### config.mk
export PLATFORM = sky130hd
export DESIGN_NAME = rpdo_top
export DESIGN_NICKNAME = d
export VERILOG_FILES = /design/src/rpdo_pkg.sv /design/src/rpdo_match_if.sv /design/src/rpdo_match.sv /design/src/rpdo_top.sv
export SDC_FILE = /design/constraint.sdc
export NUM_CORES = 1
export LEC_CHECK = 0
export BUFFER_PORTS_ARGS = -buffer_cell sky130_fd_sc_hd__buf_2
export CORE_ASPECT_RATIO = 0.8
export CORE_UTILIZATION = 46
export CTS_CLUSTER_SIZE = 12
export DETAILED_ROUTE_END_ITERATION = 12
export PLACE_DENSITY = 0.79
export SKIP_LAST_GASP = 1
export SYNTH_ARGS = -nofsm -noshare
export SYNTH_HDL_FRONTEND = slang
export SYNTH_SLANG_ARGS = --single-unit
### constraint.sdc
create_clock -name ref_clk_i -period 1.97 [get_ports ref_clk_i]
set_input_delay 0 -clock ref_clk_i [delete_from_list [all_inputs] [get_ports ref_clk_i]]
set_output_delay 0 -clock ref_clk_i [all_outputs]
set_load 0.02 [all_outputs]
### src/rpdo_pkg.sv
package rpdo_pkg;

    localparam int NREG = 7;
    localparam int LVL_W = 3;

    // register indices; byte address is four times the index
    localparam logic [7:0] IDX_BUCK1 = 8'h5F;
    localparam logic [7:0] IDX_BUCK2 = 8'h60;
    localparam logic [7:0] IDX_BUCK3 = 8'h61;
    localparam logic [7:0] IDX_LINEAR1 = 8'h62;
    localparam logic [7:0] IDX_LINEAR2 = 8'h63;
    localparam logic [7:0] IDX_LINEAR3 = 8'h64;
    localparam logic [7:0] IDX_MEMREF = 8'h65;
    localparam logic [7:0] IDX_STATUS = 8'h66;

    // any_off_order field position
    localparam int ORD_LSB = 0;
    localparam int ORD_MSB = 2;

    // status register layout
    localparam int STAT_BUSY_BIT = 0;
    localparam int STAT_LVL_LSB = 4;
    localparam int STAT_EN_LSB = 8;

    localparam logic [NREG-1:0] EN_RST = 7'h00;
    localparam logic [NREG-1:0] EN_ALL = 7'h7F;
    localparam logic [LVL_W-1:0] LVL_TOP = 3'h7;
    localparam logic [LVL_W-1:0] LVL_RST = 3'h0;

    // slot code returned by the address decoder
    localparam logic [3:0] SLOT_STATUS = 4'h7;
    localparam logic [3:0] SLOT_NONE = 4'hF;

    localparam logic [1:0] RESP_OKAY = 2'h0;
    localparam logic [1:0] RESP_SLVERR = 2'h2;

    // spacing between off steps
    localparam int CLK_MHZ = 125;
    localparam int STEP_NS = 2000;
    localparam int STEP_CYC = (STEP_NS * CLK_MHZ) / 1000;
    localparam int CNT_W = 12;

    typedef enum logic [1:0] {
        RPDO_IDLE,
        RPDO_STEP,
        RPDO_WAIT
    } rpdo_state_t;

endpackage

### src/rpdo_match_if.sv
`timescale 1ns/100ps
interface rpdo_match_if;
    import rpdo_pkg::*;
    logic [NREG-1:0][LVL_W-1:0] order;
    logic [LVL_W-1:0] level;
    logic [NREG-1:0] hit;
    logic all_zero;
    modport mgr (output order, output level, input hit, input all_zero);
    modport unit (input order, input level, output hit, output all_zero);
endinterface

### src/rpdo_match.sv
`timescale 1ns/100ps
module rpdo_match
    import rpdo_pkg::*;
(
    rpdo_match_if.unit mi // orders in, hit mask out
);

    genvar g;
    generate
        for (g = 0; g < NREG; g = g + 1)
        begin : g_hit
            // equal orders hit on the same level and drop together
            assign mi.hit[g] = (mi.order[g] == mi.level);
        end
    endgenerate

    assign mi.all_zero = (mi.order == '0);

endmodule // rpdo_match

### src/rpdo_top.sv
`timescale 1ns/100ps
// Summary of operation
// - each regulator has its own 3-bit off order in bits 2 to 0
// - after reset each off order equals that regulator's on order, taken from fuses or from the test source
// - on power-down, regulators go off from highest order value downward
// - host may rewrite off orders only while system is on; writes are used
// - on order comes only from fuses or test source, never from bus
// - all off orders zero: skip stepping, switch every regulator off at once
// - bits 31 to 3 of each off order register have no function
module rpdo_top
    import rpdo_pkg::*;
#(
    parameter int ADDR_W = 12
)
(
    input wire logic ref_clk_i, // 125 MHz
    input wire logic sys_rst_i, // sync, active high
    input wire logic [NREG*LVL_W-1:0] fuse_order_i, // fused on orders
    input wire logic [NREG*LVL_W-1:0] test_order_i, // test on orders
    input wire logic test_config_source_i, // pick test orders
    input wire logic sys_on_i, // system in an on state
    input wire logic power_on_i, // pulse: all regulators on
    input wire logic pwrdn_req_i, // pulse: start power-down
    output logic [NREG-1:0] reg_en_o, // regulator enables
    output logic busy_o, // power-down under way
    input wire logic [ADDR_W-1:0] s_axi_awaddr_i, // write address
    input wire logic s_axi_awvalid_i, // write address valid
    output logic s_axi_awready_o, // write address ready
    input wire logic [31:0] s_axi_wdata_i, // write data
    input wire logic [3:0] s_axi_wstrb_i, // write strobes
    input wire logic s_axi_wvalid_i, // write data valid
    output logic s_axi_wready_o, // write data ready
    output logic [1:0] s_axi_bresp_o, // write response
    output logic s_axi_bvalid_o, // write response valid
    input wire logic s_axi_bready_i, // write response ready
    input wire logic [ADDR_W-1:0] s_axi_araddr_i, // read address
    input wire logic s_axi_arvalid_i, // read address valid
    output logic s_axi_arready_o, // read address ready
    output logic [31:0] s_axi_rdata_o, // read data
    output logic [1:0] s_axi_rresp_o, // read response
    output logic s_axi_rvalid_o, // read data valid
    input wire logic s_axi_rready_i // read data ready
);

    function automatic logic [3:0] dec_slot(input logic [ADDR_W-1:0] a);
        logic [7:0] idx;
        idx = a[9:2];
        dec_slot = SLOT_NONE;
        if (a[1:0] == 2'h0 && a[ADDR_W-1:10] == '0)
        begin
            if (idx >= IDX_BUCK1 && idx <= IDX_MEMREF)
                dec_slot = 4'(idx - IDX_BUCK1);
            else if (idx == IDX_STATUS)
                dec_slot = SLOT_STATUS;
        end
    endfunction

    rpdo_match_if mi ();
    rpdo_match u_match (.mi(mi));

    logic [NREG-1:0][LVL_W-1:0] ord_r, ord_nxt;
    logic [NREG*LVL_W-1:0] on_src;
    rpdo_state_t st_r, st_nxt;
    logic [LVL_W-1:0] lvl_r, lvl_nxt;
    logic [CNT_W-1:0] cnt_r, cnt_nxt;
    logic [NREG-1:0] en_r, en_nxt;
    logic busy_r, busy_nxt;
    logic aw_got_r, aw_got_nxt, w_got_r, w_got_nxt;
    logic [ADDR_W-1:0] awaddr_r, awaddr_nxt;
    logic [31:0] wdata_r, wdata_nxt;
    logic wstrb0_r, wstrb0_nxt;
    logic awready_r, awready_nxt, wready_r, wready_nxt;
    logic bvalid_r, bvalid_nxt;
    logic [1:0] bresp_r, bresp_nxt;
    logic arready_r, arready_nxt, rvalid_r, rvalid_nxt;
    logic [31:0] rdata_r, rdata_nxt;
    logic [1:0] rresp_r, rresp_nxt;
    logic wr_fire, wr_ok;
    logic [3:0] wr_slot, rd_slot;

    assign mi.order = ord_r;
    assign mi.level = lvl_r;

    // on orders are never stored here, so the bus cannot reach them
    assign on_src = test_config_source_i ? test_order_i : fuse_order_i;

    assign wr_slot = dec_slot(awaddr_r);
    assign rd_slot = dec_slot(s_axi_araddr_i);
    assign wr_fire = aw_got_r && w_got_r && !bvalid_r;
    // refused outside the on states; status is read only
    assign wr_ok = sys_on_i && wr_slot < SLOT_STATUS;

    // order registers
    always_comb
    begin
        ord_nxt = ord_r;
        if (wr_fire && wr_ok && wstrb0_r)
            ord_nxt[wr_slot[2:0]] = wdata_r[ORD_MSB:ORD_LSB];
    end

    always_ff @(posedge ref_clk_i)
    begin
        if (sys_rst_i)
            ord_r <= on_src;
        else
            ord_r <= ord_nxt;
    end

    // sequencer
    always_comb
    begin
        st_nxt = st_r;
        lvl_nxt = lvl_r;
        cnt_nxt = cnt_r;
        en_nxt = en_r;
        case (st_r)
            RPDO_IDLE:
            begin
                if (pwrdn_req_i)
                begin
                    if (mi.all_zero)
                        en_nxt = '0;
                    else
                    begin
                        st_nxt = RPDO_STEP;
                        lvl_nxt = LVL_TOP;
                    end
                end
                else if (power_on_i)
                    en_nxt = EN_ALL;
            end
            RPDO_STEP:
            begin
                en_nxt = en_r & ~mi.hit;
                if (lvl_r == LVL_RST)
                    st_nxt = RPDO_IDLE;
                else
                begin
                    st_nxt = RPDO_WAIT;
                    cnt_nxt = CNT_W'(STEP_CYC - 1);
                end
            end
            RPDO_WAIT:
            begin
                if (cnt_r == '0)
                begin
                    st_nxt = RPDO_STEP;
                    lvl_nxt = lvl_r - 3'h1;
                end
                else
                    cnt_nxt = cnt_r - 12'h001;
            end
            default:
                st_nxt = RPDO_IDLE;
        endcase
        busy_nxt = (st_nxt != RPDO_IDLE);
    end

    always_ff @(posedge ref_clk_i)
    begin
        if (sys_rst_i)
        begin
            st_r <= RPDO_IDLE;
            lvl_r <= LVL_RST;
            cnt_r <= '0;
            en_r <= EN_RST;
            busy_r <= 1'b0;
        end
        else
        begin
            st_r <= st_nxt;
            lvl_r <= lvl_nxt;
            cnt_r <= cnt_nxt;
            en_r <= en_nxt;
            busy_r <= busy_nxt;
        end
    end

    // bus slave: one write and one read at a time
    always_comb
    begin
        aw_got_nxt = aw_got_r;
        w_got_nxt = w_got_r;
        awaddr_nxt = awaddr_r;
        wdata_nxt = wdata_r;
        wstrb0_nxt = wstrb0_r;
        bvalid_nxt = bvalid_r;
        bresp_nxt = bresp_r;
        arready_nxt = arready_r;
        rvalid_nxt = rvalid_r;
        rdata_nxt = rdata_r;
        rresp_nxt = rresp_r;
        if (s_axi_awvalid_i && awready_r)
        begin
            aw_got_nxt = 1'b1;
            awaddr_nxt = s_axi_awaddr_i;
        end
        if (s_axi_wvalid_i && wready_r)
        begin
            w_got_nxt = 1'b1;
            wdata_nxt = s_axi_wdata_i;
            wstrb0_nxt = s_axi_wstrb_i[0];
        end
        if (wr_fire)
        begin
            aw_got_nxt = 1'b0;
            w_got_nxt = 1'b0;
            bvalid_nxt = 1'b1;
            bresp_nxt = wr_ok ? RESP_OKAY : RESP_SLVERR;
        end
        if (bvalid_r && s_axi_bready_i)
            bvalid_nxt = 1'b0;
        awready_nxt = !aw_got_nxt && !bvalid_nxt;
        wready_nxt = !w_got_nxt && !bvalid_nxt;
        if (s_axi_arvalid_i && arready_r)
        begin
            arready_nxt = 1'b0;
            rvalid_nxt = 1'b1;
            rdata_nxt = '0; // unused bits read zero
            rresp_nxt = RESP_OKAY;
            if (rd_slot < SLOT_STATUS)
                rdata_nxt[ORD_MSB:ORD_LSB] = ord_r[rd_slot[2:0]];
            else if (rd_slot == SLOT_STATUS)
            begin
                rdata_nxt[STAT_BUSY_BIT] = busy_r;
                rdata_nxt[STAT_LVL_LSB +: LVL_W] = lvl_r;
                rdata_nxt[STAT_EN_LSB +: NREG] = en_r;
            end
            else
                rresp_nxt = RESP_SLVERR;
        end
        if (rvalid_r && s_axi_rready_i)
        begin
            rvalid_nxt = 1'b0;
        end
        // address ready only while no read data waits
        arready_nxt = !rvalid_nxt;
    end

    always_ff @(posedge ref_clk_i)
    begin
        if (sys_rst_i)
        begin
            aw_got_r <= 1'b0;
            w_got_r <= 1'b0;
            awaddr_r <= '0;
            wdata_r <= '0;
            wstrb0_r <= 1'b0;
            awready_r <= 1'b0;
            wready_r <= 1'b0;
            bvalid_r <= 1'b0;
            bresp_r <= RESP_OKAY;
            arready_r <= 1'b0;
            rvalid_r <= 1'b0;
            rdata_r <= '0;
            rresp_r <= RESP_OKAY;
        end
        else
        begin
            aw_got_r <= aw_got_nxt;
            w_got_r <= w_got_nxt;
            awaddr_r <= awaddr_nxt;
            wdata_r <= wdata_nxt;
            wstrb0_r <= wstrb0_nxt;
            awready_r <= awready_nxt;
            wready_r <= wready_nxt;
            bvalid_r <= bvalid_nxt;
            bresp_r <= bresp_nxt;
            arready_r <= arready_nxt;
            rvalid_r <= rvalid_nxt;
            rdata_r <= rdata_nxt;
            rresp_r <= rresp_nxt;
        end
    end

    assign reg_en_o = en_r;
    assign busy_o = busy_r;
    assign s_axi_awready_o = awready_r;
    assign s_axi_wready_o = wready_r;
    assign s_axi_bvalid_o = bvalid_r;
    assign s_axi_bresp_o = bresp_r;
    assign s_axi_arready_o = arready_r;
    assign s_axi_rvalid_o = rvalid_r;
    assign s_axi_rdata_o = rdata_r;
    assign s_axi_rresp_o = rresp_r;

    chk_reset_mirror: assert property (
        @(posedge ref_clk_i) $fell(sys_rst_i) |-> ord_r == $past(on_src))
        else $error("off orders not loaded from on orders at reset");

    chk_start_top: assert property (
        @(posedge ref_clk_i) disable iff (sys_rst_i)
        st_r == RPDO_IDLE && pwrdn_req_i && !mi.all_zero
        |=> st_r == RPDO_STEP && lvl_r == LVL_TOP)
        else $error("power-down did not start at top level");

    chk_step_spacing: assert property (
        @(posedge ref_clk_i) disable iff (sys_rst_i)
        st_r == RPDO_STEP && lvl_r != LVL_RST
        |=> st_r == RPDO_WAIT && cnt_r == CNT_W'(STEP_CYC - 1))
        else $error("step spacing wrong");

    chk_step_descend: assert property (
        @(posedge ref_clk_i) disable iff (sys_rst_i)
        st_r == RPDO_WAIT && cnt_r == '0
        |=> st_r == RPDO_STEP && lvl_r == $past(lvl_r) - 3'h1)
        else $error("level order wrong");

    chk_write_used: assert property (
        @(posedge ref_clk_i) disable iff (sys_rst_i)
        wr_fire && sys_on_i && wr_slot == 4'h0 && wstrb0_r
        |=> ord_r[0] == $past(wdata_r[2:0]) && bvalid_r
        && bresp_r == RESP_OKAY)
        else $error("on-state write not applied");

    chk_write_block: assert property (
        @(posedge ref_clk_i) disable iff (sys_rst_i)
        wr_fire && !sys_on_i |=> $stable(ord_r) && bresp_r == RESP_SLVERR)
        else $error("write outside on state changed an order");

    chk_all_off: assert property (
        @(posedge ref_clk_i) disable iff (sys_rst_i)
        st_r == RPDO_IDLE && pwrdn_req_i && mi.all_zero
        |=> en_r == '0 && st_r == RPDO_IDLE)
        else $error("all-zero orders did not switch all off at once");

    chk_upper_zero: assert property (
        @(posedge ref_clk_i) disable iff (sys_rst_i)
        s_axi_arvalid_i && arready_r && rd_slot < SLOT_STATUS
        |=> rdata_r[31:3] == '0 && rdata_r[2:0] == $past(ord_r[0])
        || $past(rd_slot) != 4'h0)
        else $error("off order read shows unused bits");

    chk_same_step: assert property (
        @(posedge ref_clk_i) disable iff (sys_rst_i)
        st_r == RPDO_STEP |=> (en_r & $past(mi.hit)) == '0
        && (en_r | $past(mi.hit)) == ($past(en_r) | $past(mi.hit)))
        else $error("equal orders not switched off together");

endmodule // rpdo_top

# Word level (Yosys, flattened, before mapping)
# Cells that the tools add are included.
[op_classes]
n_reduce_logical = 38
bitwise = 2
n_eq_ne = 19
magnitude_cmp = 9
muxes = 48
addsub = 4
[op_table]
columns = ["cell", "count"]
rows = [
  ["$mux W21", 3],
  ["$mux W7", 5],
  ["$mux W12", 2],
  ["$mux W4", 6],
  ["$pmux W12 S2", 1],
  ["$bwmux W21", 1],
  ["$eq A3 B3 Y1", 7],
  ["$logic_not A21 Y1", 1],
  ["$mux W3", 7],
  ["$logic_and A1 B1 Y1", 17],
  ["$eq A8 B7 Y1 const B", 2],
  ["$ge A8 B7 Y1 const B", 2],
  ["$le A8 B7 Y1 const B", 2],
  ["$mux W2", 8],
  ["$pmux W7 S2", 1],
  ["$logic_not A12 Y1", 1],
  ["$sub A12 B1 Y12 const B", 1],
  ["$logic_not A2 Y1", 5],
  ["$mux W1", 10],
  ["$ne A2 B2 Y1 const B", 5],
  ["$reduce_bool A2 Y1", 5],
  ["$bmux W3 S3", 1],
  ["$demux W3 S3", 1],
  ["$lt A3 B4 Y1 const B", 2],
  ["other kinds (16)", 24],
]
[word_totals]
output_inout_bits = 49
register_bits = 86

# Depth between registers and ports, before layout
# Gate-level depths: netlist of run 1.
[logic_depth]
word_depth = 11
mapped_depth = 10

# Hierarchy
# A second synthesis of run 1 with hierarchy kept.
[hier_totals]
cells_unflattened = 500
hier_area_um2 = 4624.4
[modules_own_cells]
columns = ["module", "area_per_inst_um2", "cells_per_inst", "seq_area_each_um2", "instances"]
rows = [
  ["rpdo_top", 4336.7, 462, 1891.8, 1],
  ["rpdo_match", 287.8, 38, 0.0, 1],
]

# Worst setup path before layout of run 1
# Ideal clock, no wire load.
[synth_timing]
kind = "register to register"
from = "register awaddr_r[2]"
to = "register ord_r, in the netlist mi.order[0], enable pin"
stages_incl_launch_ff = 9
n_path_buf = 0
path_slack_ns = -0.071
arrival_ns = 1.775
path_cell_list = "dfxtp_1 -> inv_1 -> ha_1 -> or3b_2 -> nand3_1 -> a21oi_1 -> and3_1 -> nand2_1 -> o21bai_1"
[synth_between]
elab_chain_len = 9
elab_cells_between_ends = 13
cone_classes = "add/sub (1); order compare (3); eq/ne (1); mux (3); reduce/logical (5)"
[synth_lines]
columns = ["element", "line_no", "source"]
rows = [
  ["from (decl)", "rpdo_top.sv:69", "logic [ADDR_W-1:0] awaddr_r, awaddr_nxt;"],
  ["from (signal assigned)", "rpdo_top.sv:262", "awaddr_r <= awaddr_nxt;"],
  ["$ge A8 B7 Y1, or another cell as far along", "rpdo_top.sv:51", "if (idx >= IDX_BUCK1 && idx <= IDX_MEMREF)"],
  ["$logic_and A1 B1 Y1 / $mux W4 (equally long branches)", "rpdo_top.sv:51, rpdo_top.sv:53", ""],
  ["$mux W4 *", "rpdo_top.sv:51", ""],
  ["$mux W4 *", "rpdo_top.sv:49", "if (a[1:0] == 2'h0 && a[ADDR_W-1:10] == '0)"],
  ["$lt A4 B3 Y1 *", "rpdo_top.sv:91", "assign wr_ok = sys_on_i && wr_slot < SLOT_STATUS;"],
  ["$logic_and A1 B1 Y1 *", "rpdo_top.sv:91", ""],
  ["$logic_and A1 B1 Y1 * (2 in a row)", "rpdo_top.sv:97", "if (wr_fire && wr_ok && wstrb0_r)"],
  ["$reduce_bool A2 Y1 (no line) *", "n/a", ""],
  ["to (signal assigned)", "rpdo_top.sv:104", "ord_r <= on_src;"],
  ["to (signal assigned)", "rpdo_top.sv:106", "ord_r <= ord_nxt;"],
  ["to (decl)", "rpdo_top.sv:61", "logic [NREG-1:0][LVL_W-1:0] ord_r, ord_nxt;"],
]
# Mark *: on every way between the ends. The rest lies on a longest branch, timed or not.
# A chain may end at the register's enable or synchronous reset.

# Worst setup path in the final report of run 1
[layout_timing]
from = "register ord_r, in the netlist mi.order[17]"
to = "register busy_r, in the netlist busy_o"
[layout_between]
elab_chain_len = 5
[layout_lines]
columns = ["element", "line_no", "source"]
rows = [
  ["$logic_not A21 Y1", "rpdo_match.sv:17", "assign mi.all_zero = (mi.order == '0);"],
  ["$mux W2", "rpdo_top.sv:121", "if (mi.all_zero)"],
  ["$mux W2", "rpdo_top.sv:119", "if (pwrdn_req_i)"],
  ["$pmux W2 S3", "rpdo_top.sv:116", "case (st_r)"],
  ["$reduce_bool A2 Y1", "rpdo_top.sv:156", "busy_nxt = (st_nxt != RPDO_IDLE);"],
  ["to (signal assigned)", "rpdo_top.sv:175", "busy_r <= busy_nxt;"],
  ["to (decl)", "rpdo_top.sv:67", "logic busy_r, busy_nxt;"],
]
# No other way between the ends.

==> results of run 1 <==
-- kinds of logic after synthesis --
group	Yosys count
xor+xnor	33
flops	84
fa+ha+maj	14
buf+inv	57
mux	28
simple gates	185
compound gates	113
other cells	1
-- power breakdown --
part	internal [W]	leakage [nW]	total (W)	switching (W)
clock network	0.00101	0.152	0.00170	0.000689
logic	0.000779	1.69	0.00163	0.000850
registers	0.00197	0.718	0.00215	0.000185
-- layout make-up --
| type | instances | share of cell area (%) |
|---|---|---|
| sequential | 84 | 30.0 |
| tap | 136 | 2.69 |
| clock buffer | 13 | 4.46 |
| inverter | 15 | 0.891 |
| clock inverter | 3 | 0.416 |
| multi-input combinational | 394 | 44.0 |
| timing repair buffer | 176 | 17.6 |
-- through the flow --
step                util, %  setup WS, ps  cells
floorplan                 -          1.30    535
global placement       56.5         -65.9    774
detailed placement     56.5          -124    774
CTS                    62.6         -62.7    819
global route           64.9         -90.3    821
finish                 64.9         -11.3    821
-- what timing repair did --
item                       in CTS  in global routing
setup buffers                   7                  2
hold endpoints to repair       20                  0
setup endpoints to repair      23                 50
hold buffers                   22                  0
gates resized for setup         5                 40
pin swaps                       9                 13
-- final timing paths --
| kind | endpoint | startpoint | slack (ps) |
|---|---|---|---|
| min | s_axi_rresp_o[1] | s_axi_arvalid_i | 20 |
| max | busy_o | mi.order[17] | -10 |
| max reg2reg | busy_o | mi.order[17] | -10 |
| min reg2reg | wdata_r[2] | wdata_r[2] | 460 |
-- worst min-delay path: stages --
cell     delay [ps]
buf_2           100
a21oi_1          70
nor3_1          140
-- routing by layer --
metal | track usage, % | up-vias
met3 | 5.88 | 16
met5 | 0 | -
li1 | - | 2126
met1 | 27.3 | 2010
met4 | 8.33 | 0
met2 | 39.3 | 152
-- cells in the final DEF, fill, tap and decap left out, types with 11 or more instances in the layout --
| cell type | Yosys | layout |
|---|---|---|
| dlygate4sd3_1 | 0 | 22 |
| xnor2_1 | 25 | 25 |
| buf_2 | 1 | 108 |
| inv_1 | 15 | 15 |
| ha_1 | 14 | 12 |
| conb_1 | 1 | 21 |
| nand4_1 | 13 | 13 |
| nand2_1 | 68 | 65 |
| buf_4 | 21 | 45 |
| o21ai_0 | 33 | 33 |
| edfxtp_1 | 21 | 21 |
| a21oi_1 | 34 | 33 |
| nor2_1 | 31 | 31 |
| a22o_1 | 11 | 11 |
| dfxtp_1 | 63 | 61 |
| mux2_2 | 21 | 21 |
-- state kept, by name, summed over array words and instances (netlist names), 2 cells and up --
signal	flops
s_axi_rdata_o	13
wdata_r	3
mi.order	21
awaddr_r	12
lvl_r	3
reg_en_o	7
st_r	2
cnt_r	12
==> flow_metrics.env, run 1 <==
export IMPL_top_layer_used="met4"
export IMPL_p_leak_nw=2.56
export IMPL_slowest_delay_ps=570
export IMPL_antenna_found_initial=0
export IMPL_maxCapViolations=0
export IMPL_synthFlopType="dfxtp_1"
export IMPL_outcome="finished with violations"
export IMPL_critPathArrivalTime_ps=2210
export IMPL_hold_depth=3
export IMPL_yosysMostFrequentCell="nand2_1"
export IMPL_die_h_um=92.1
export IMPL_synthXorXnorAreaFrac_pct=6.19
export IMPL_cts_tree="done"
export IMPL_crit_chain="or4_4, o41ai_4, buf_4, o211ai_1, a21oi_1, a211oi_2"
export IMPL_dr_pass1_iters=5
export IMPL_ir_drop_mv=0.498
export IMPL_crit_buf_inv=1
export IMPL_hold_class="in2reg"
export IMPL_required_ps=2190
export IMPL_crit_family="compound AO/OA/AOI/OAI gates"
export IMPL_dr_total_vias=4304
export IMPL_synth_top_family_by_area="simple AND/OR/NAND/NOR gates"
export IMPL_muxShareOfSynthArea_pct=7.64
export IMPL_viasPerCell=5.24
export IMPL_dpl_cell_area_mm2=0.00549
export IMPL_cp_depth=6
export IMPL_final_max_slew_violation_count=0
export IMPL_fin_total_pwr_w=0.00548
export IMPL_drt_total_wl_mm=11.6
export IMPL_avgSynthCellArea_um2=9.06
export IMPL_worstSetupStartpointType="flip-flop"
export IMPL_ant_nets=0
export IMPL_synth_simple_area_share_pct=19.8
export IMPL_multi_input_comb_area_mm2=0.00278
export IMPL_synth_top_area_cell="dfxtp_1"
export IMPL_clk_pin_slew_ps=60
export IMPL_cts_made_buffers=9
export IMPL_synth_area_mm2=0.00467
export IMPL_whs_ps=17.3
export IMPL_ys_top_cells_by_area="dfxtp_1 27%, edfxtp_1 14%, nand2_1 5.5%"
export IMPL_critPathKind="reg2reg"
export IMPL_dp_hpwl_mm=8.49
export IMPL_dr_wl_met2_mm=5.53
export IMPL_cts_max_level=3
export IMPL_nets=807
export IMPL_synth_fa_ha_area_share_pct=3.75
export IMPL_timing_critical_path_slowest_stage_cell="or4_4"
export IMPL_io_buffers=108
export IMPL_fmax_mhz=505
export IMPL_antenna_cells=0
export IMPL_drive_gt1_share_pct=34.9
export IMPL_start_util_pct=48.0
export IMPL_fillerInstances=757
export IMPL_ios=162
export IMPL_track_usage_pct=22.8
export IMPL_grt_pass1_wl_mm=18.9
export IMPL_wl_met3_um=772
export IMPL_fp_coreArea_mm2=0.00973
export IMPL_die_w_um=115
export IMPL_synthCells=515
export IMPL_crit_path_max_fanout=2
export IMPL_finalInstanceArea_mm2=0.00632
export IMPL_grt_max_degree=41
export IMPL_rows=32
export IMPL_wl_per_cell_um=14.1
export IMPL_max_slew_worst_pin_slew_ps=893
export IMPL_worstSkewPairLatency_ps=350
export IMPL_cts_sinks=84
export IMPL_slew_limit_headroom_pct=40.5
export IMPL_fin_ws_ps=-11.3
export IMPL_synthTopCellsByCount="68 x nand2_1, 63 x dfxtp_1, 34 x a21oi_1"
export IMPL_wl_met1_mm=5.10
export IMPL_syn_to_final_growth_pct=35.4
export IMPL_setup_viol=1
export IMPL_hold_viol=0
export IMPL_remaining_drc_errors=0
export IMPL_fin_skew_ps=7.60
export IMPL_grt_setup_unrepaired="true"
export IMPL_cp_end_kind="flip-flop"
export IMPL_synth_cell_types=56
export IMPL_ys_seq_area_share_pct=40.5
export IMPL_dieArea_mm2=0.0106
export IMPL_synth_compound_area_share_pct=15.7
export IMPL_p_per_area_mw_per_mm2=868
export IMPL_cts_root_buf="clkbuf_16"
export IMPL_fin_crit_sh_pct=101
export IMPL_ff2ff_path_depth=6
export IMPL_yosysTopAreaCellShare_pct=27.0
export IMPL_ys_seq_elements=84
export IMPL_finalCriticalPeriod_ps=1980
export IMPL_grt_overflow=0
export IMPL_grt_pass1_vias=4205
export IMPL_cts_buffer_depth=2
export IMPL_async_flop_share_pct=0
export IMPL_ff_latch_area_mm2=0.00189
export IMPL_dr_first_iter_drc_count=196
export IMPL_tns_ps=-11.3
export IMPL_violations="negative setup slack"
export IMPL_ys_warn_count=0
export IMPL_finalWeightedCongestion=0.826
export IMPL_synth_edf_count=21
Note: power is estimated with default switching activity, not from simulation.
==> run 2, diff against run 1 <==
--- a/config.mk
+++ b/config.mk
@@ -7,10 +7,11 @@
 export LEC_CHECK = 0
 export BUFFER_PORTS_ARGS = -buffer_cell sky130_fd_sc_hd__buf_2
 export CORE_ASPECT_RATIO = 0.8
-export CORE_UTILIZATION = 46
+export CORE_UTILIZATION = 40
 export CTS_CLUSTER_SIZE = 12
 export DETAILED_ROUTE_END_ITERATION = 12
-export PLACE_DENSITY = 0.79
+export PLACE_DENSITY = 0.71
+export SETUP_SLACK_MARGIN = 0.02
 export SKIP_LAST_GASP = 1
 export SYNTH_ARGS = -nofsm -noshare
 export SYNTH_HDL_FRONTEND = slang
==> flow_metrics.env, run 2 (synthesis gave the netlist of run 1 again) <==
export IMPL_maxCapViolations=0
export IMPL_dpl_cell_area_mm2=0.00548
export IMPL_drt_total_wl_mm=12.1
export IMPL_dr_wl_met2_mm=5.83
export IMPL_hold_viol=0
export IMPL_layout_commonest_cell="buf_2"
export IMPL_power_frac_clock_pct=32.3
export IMPL_track_usage_pct=20.8
export IMPL_die_h_um=98.6
export IMPL_swShare_pct=31.3
export IMPL_dieArea_mm2=0.0121
export IMPL_cts_root_buf="clkbuf_16"
export IMPL_pre_cts_slack_ps=-91.2
export IMPL_ir_drop_mv=0.465
export IMPL_cts_buffer_depth=2
export IMPL_critPathArrivalTime_ps=2200
export IMPL_critPathKind="reg2reg"
export IMPL_cts_made_buffers=9
export IMPL_io_buffers=108
export IMPL_fp_coreArea_mm2=0.0111
export IMPL_worstSetupStartpointType="flip-flop"
export IMPL_grt_setup_unrepaired="true"
export IMPL_worstSkewPairLatency_ps=340
export IMPL_crit_chain="or4_4, o41ai_4, nand2_2, buf_6, a31oi_1, a311oi_1"
export IMPL_p_comb_share_pct=29.0
export IMPL_p_sw_w=0.00175
export IMPL_dr_total_vias=4235
export IMPL_finalWeightedCongestion=0.834
export IMPL_dr_first_iter_drc_count=140
export IMPL_layout_common_cells="108 x buf_2, 65 x nand2_1, 59 x dfxtp_1"
export IMPL_crit_path_max_fanout=6
export IMPL_grt_pass1_vias=4136
export IMPL_antenna_found_initial=0
export IMPL_top_layer_used="met4"
export IMPL_clk_pin_slew_ps=70
export IMPL_wl_met3_um=647
export IMPL_final_max_slew_violation_count=0
export IMPL_fin_skew_ps=6.10
export IMPL_hold_class="in2reg"
export IMPL_required_ps=2180
export IMPL_viasPerCell=5.13
export IMPL_setup_viol=2
export IMPL_antenna_cells=0
export IMPL_wl_per_cell_um=14.7
export IMPL_die_w_um=123
export IMPL_cp_end_kind="flip-flop"
export IMPL_p_per_area_mw_per_mm2=882
export IMPL_fin_crit_sh_pct=101
export IMPL_ant_nets=0
export IMPL_dp_hpwl_mm=8.94
export IMPL_wl_met1_mm=5.47
export IMPL_p_leak_nw=2.55
export IMPL_start_util_pct=42.0
export IMPL_p_seq_share_pct=38.8
export IMPL_whs_ps=45.2
export IMPL_cts_sinks=84
export IMPL_nets=804
export IMPL_dr_pass1_iters=5
export IMPL_slowest_delay_ps=570
export IMPL_outcome="finished with violations"
export IMPL_slew_limit_headroom_pct=32.0
export IMPL_cts_max_level=3
export IMPL_grt_max_degree=32
export IMPL_violations="negative setup slack"
export IMPL_fin_ws_ps=-17.3
export IMPL_fmax_mhz=503
export IMPL_cts_tree="done"
export IMPL_finalCriticalPeriod_ps=1990
export IMPL_max_slew_worst_pin_slew_ps=1020
export IMPL_largest_reg_flops=21
export IMPL_syn_to_final_growth_pct=35.5
export IMPL_grt_overflow=0
export IMPL_intPower_w=0.00383
export IMPL_remaining_drc_errors=0
export IMPL_finalInstanceArea_mm2=0.00632
export IMPL_grt_pass1_wl_mm=19.7
export IMPL_timing_critical_path_slowest_stage_cell="or4_4"
export IMPL_ios=162
export IMPL_rows=34
export IMPL_drive_gt1_share_pct=34.3
run 2: cell types whose count changed in the layout (fill, tap and decap cells not counted), sizes merged:
cell         delta
clkbuf          -1
buf             -4
dlygate4sd3     +1
bufinv          +1
inv             -1
clkinvlp        +1
run 2: timing repair:
| action | 4_1_cts | 5_1_grt |
|---|---|---|
| hold endpoints to repair | 20 | 0 |
| setup endpoints to repair | 38 | 46 |
| pin swaps | 7 | 13 |
| gates resized for setup | 21 | 25 |
| buffers inserted | 7 | 2 |
| hold buffers | 23 | 0 |
run 2: worst paths after layout:
path             startpoint           to  slack (ps)  depth (start not counted)
min reg2reg     awaddr_r[8]  awaddr_r[8]         460                          2
max            mi.order[17]     lvl_r[1]         -20                          6
min          s_axi_wvalid_i      w_got_r          50                          3
max reg2reg    mi.order[17]     lvl_r[1]         -20                          6
run 2: stage by stage:
stage | total power, W | TNS, ps | instances | utilization (%)
2_1_floorplan | 0.00319 | 0 | 535 | -
3_3_place_gp | 0.00356 | 0 | 778 | 49.3
3_5_place_dp | 0.00363 | -1730 | 778 | 49.3
4_1_cts | 0.00550 | -39.7 | 824 | 55.6
5_1_grt | 0.00587 | -661 | 826 | 56.9
6_report | 0.00557 | -21.8 | 826 | 56.9
run 2: layout make-up:
| class | instances | area [µm²] |
|---|---|---|
| fillers | 942 | 4780 |
| multi-input cells | 394 | 2770 |
| flip-flops and latches | 84 | 1900 |
| repair buffers | 173 | 1090 |
| clock buffers | 12 | 267 |
| well taps | 144 | 180 |
| inverters | 15 | 56.3 |
| clock inverters | 4 | 55.1 |
run 2: worst max-delay path: cells and delay by family, from the launching register on:
family / cells / cell delay [ps]
buffers and inverters: 1 / 150
AOI/OAI and AO/OA: 3 / 570
and+or+nand+nor: 2 / 740
DFF: 1 / 390
run 2: power groups by stage:
stage	sequential (W)	clock [W]	combinational (W)
floorplan	0.00218	0	0.00101
global placement	0.00216	0	0.00140
detailed placement	0.00217	0	0.00146
CTS	0.00214	0.00182	0.00154
global route	0.00219	0.00189	0.00179
finish	0.00216	0.00180	0.00161
run 2: metal layers:
layer | track usage, % | vias up
li1 | - | 2120
met2 | 34.5 | 128
met1 | 26.3 | 1970
met5 | 0 | -
met3 | 4.80 | 17
met4 | 7.22 | 0
==> run 3, diff against run 2 <==
--- a/config.mk
+++ b/config.mk
@@ -11,6 +11,7 @@
 export CTS_CLUSTER_SIZE = 12
 export DETAILED_ROUTE_END_ITERATION = 12
 export PLACE_DENSITY = 0.71
+export RECOVER_POWER = 25
 export SETUP_SLACK_MARGIN = 0.02
 export SKIP_LAST_GASP = 1
 export SYNTH_ARGS = -nofsm -noshare
==> flow_metrics.env, run 3 (synthesis gave the netlist of run 1 again) <==
export IMPL_p_comb_share_pct=28.9
export IMPL_fin_crit_sh_pct=101
export IMPL_io_buffers=108
export IMPL_grt_max_degree=32
export IMPL_met1_usage_pct=26.3
export IMPL_crit_start="mi.order[17]"
export IMPL_cp_end_kind="flip-flop"
export IMPL_setup_viol=2
export IMPL_die_h_um=98.6
export IMPL_maxCapViolations=0
export IMPL_largest_reg_flops=21
export IMPL_power_frac_clock_pct=32.3
export IMPL_antenna_cells=0
export IMPL_met3_usage_pct=4.80
export IMPL_outcome="finished with violations"
export IMPL_slew_limit_headroom_pct=30.8
export IMPL_tns_ps=-24.4
export IMPL_cts_tree="done"
export IMPL_start_util_pct=42.0
export IMPL_dp_hpwl_mm=8.94
export IMPL_hold_viol=0
export IMPL_clk_pin_slew_ps=70
export IMPL_worstSetupStartpointType="flip-flop"
export IMPL_grt_setup_unrepaired="true"
export IMPL_dr_total_vias=4246
export IMPL_track_usage_pct=20.8
export IMPL_r2r_start="mi.order[17]"
export IMPL_viasPerCell=5.14
export IMPL_drt_total_wl_mm=12.2
export IMPL_whs_ps=49.0
export IMPL_nets=804
export IMPL_p_sw_w=0.00175
export IMPL_syn_to_final_growth_pct=34.7
export IMPL_antenna_found_initial=0
export IMPL_max_slew_worst_pin_slew_ps=1040
export IMPL_fmax_mhz=503
export IMPL_cts_max_level=3
export IMPL_p_leak_nw=2.44
export IMPL_fin_ws_ps=-18.7
export IMPL_critPathArrivalTime_ps=2200
export IMPL_ant_nets=0
export IMPL_die_w_um=123
export IMPL_gr_max_usage_layer="met2"
export IMPL_p_seq_share_pct=38.8
export IMPL_fin_skew_ps=5.72
export IMPL_min_from="s_axi_wvalid_i"
export IMPL_worstSkewPairLatency_ps=340
export IMPL_dieArea_mm2=0.0121
export IMPL_layout_commonest_cell="buf_2"
export IMPL_violations="negative setup slack"
export IMPL_critPathKind="reg2reg"
export IMPL_fp_coreArea_mm2=0.0111
export IMPL_cts_root_buf="clkbuf_16"
export IMPL_layout_common_cells="82 x buf_2, 65 x nand2_1, 59 x dfxtp_1"
export IMPL_ios=162
export IMPL_remaining_drc_errors=0
export IMPL_required_ps=2180
export IMPL_dr_pass1_iters=5
export IMPL_swShare_pct=31.4
export IMPL_wl_per_cell_um=14.7
export IMPL_cts_buffer_depth=2
export IMPL_finalWeightedCongestion=0.834
export IMPL_intPower_w=0.00382
export IMPL_dr_first_iter_drc_count=142
export IMPL_grt_pass1_vias=4136
export IMPL_ir_drop_mv=0.465
export IMPL_grt_pass1_wl_mm=19.7
export IMPL_rows=34
export IMPL_hold_class="in2reg"
export IMPL_grt_overflow=0
export IMPL_met2_usage_pct=34.5
export IMPL_cts_made_buffers=9
export IMPL_crit_path_max_fanout=6
export IMPL_cts_sinks=84
export IMPL_drive_gt1_share_pct=30.4
export IMPL_finalCriticalPeriod_ps=1990
export IMPL_final_max_slew_violation_count=0
export IMPL_p_per_area_mw_per_mm2=886
## run 3: changes by cell type in the layout (fill, tap and decap cells not counted), sizes merged
cell,change
clkbuf,+27
buf,-27
## run 3: path summary, 6_finish.rpt
| check | slack [ps] | cells after the start | to |
|---|---|---|---|
| setup reg to reg | -20 | 6 | lvl_r[1] |
| hold / removal | 50 | 3 | w_got_r |
| setup / recovery | -20 | 6 | lvl_r[1] |
| hold reg to reg | 460 | 2 | awaddr_r[8] |
## run 3: through the flow
| stage | util [%] | setup slack (ps) | std cells | total power [W] | cell area (µm²) |
|---|---|---|---|---|---|
| floorplan | - | 57.2 | 535 | 0.00319 | 4750 |
| global placement | 49.3 | 10.7 | 778 | 0.00356 | 5480 |
| detailed placement | 49.3 | -91.2 | 778 | 0.00363 | 5480 |
| CTS | 55.6 | -18.6 | 824 | 0.00550 | 6170 |
| global route | 56.6 | -117 | 826 | 0.00586 | 6280 |
| finish | 56.6 | -18.7 | 826 | 0.00557 | 6280 |
## run 3: critical path, stage by stage (launching register included)
cell	delay (ps)
edfxtp_1	390
or4_4	570
o41ai_4	340
nand2_2	170
buf_6	150
a31oi_1	150
a311oi_1	80
## run 3: area by class of cell
| type | instances | area, µm² |
|---|---|---|
| inverter | 15 | 56.3 |
| tap | 144 | 180 |
| sequential | 84 | 1900 |
| fill | 966 | 4820 |
| timing repair buffer | 173 | 1050 |
| clock inverter | 4 | 55.1 |
| clock buffer | 12 | 267 |
| multi-input combinational | 394 | 2770 |
## run 3: power by group through the flow
stage | Combinational [W] | Sequential [W] | Clock (W)
final | 0.00161 | 0.00216 | 0.00180
after global routing | 0.00178 | 0.00219 | 0.00189
after CTS | 0.00154 | 0.00214 | 0.00182
after detailed placement | 0.00146 | 0.00217 | 0
after global placement | 0.00140 | 0.00216 | 0
after floorplan | 0.00101 | 0.00218 | 0
## run 3: repair_timing
item / CTS / global route
hold buffers: 23 / 0
pin swaps: 7 / 13
buffers inserted: 7 / 2
endpoints found under the hold margin: 20 / 0
gates resized for setup: 21 / 25
endpoints found under the setup margin: 38 / 46
## run 3: metal layers
metal | up-vias | part of all wire, %
met5 | - | 0
met4 | 0 | 1.5
met3 | 17 | 5.3
met2 | 128 | 48
met1 | 1978 | 45
li1 | 2123 | -
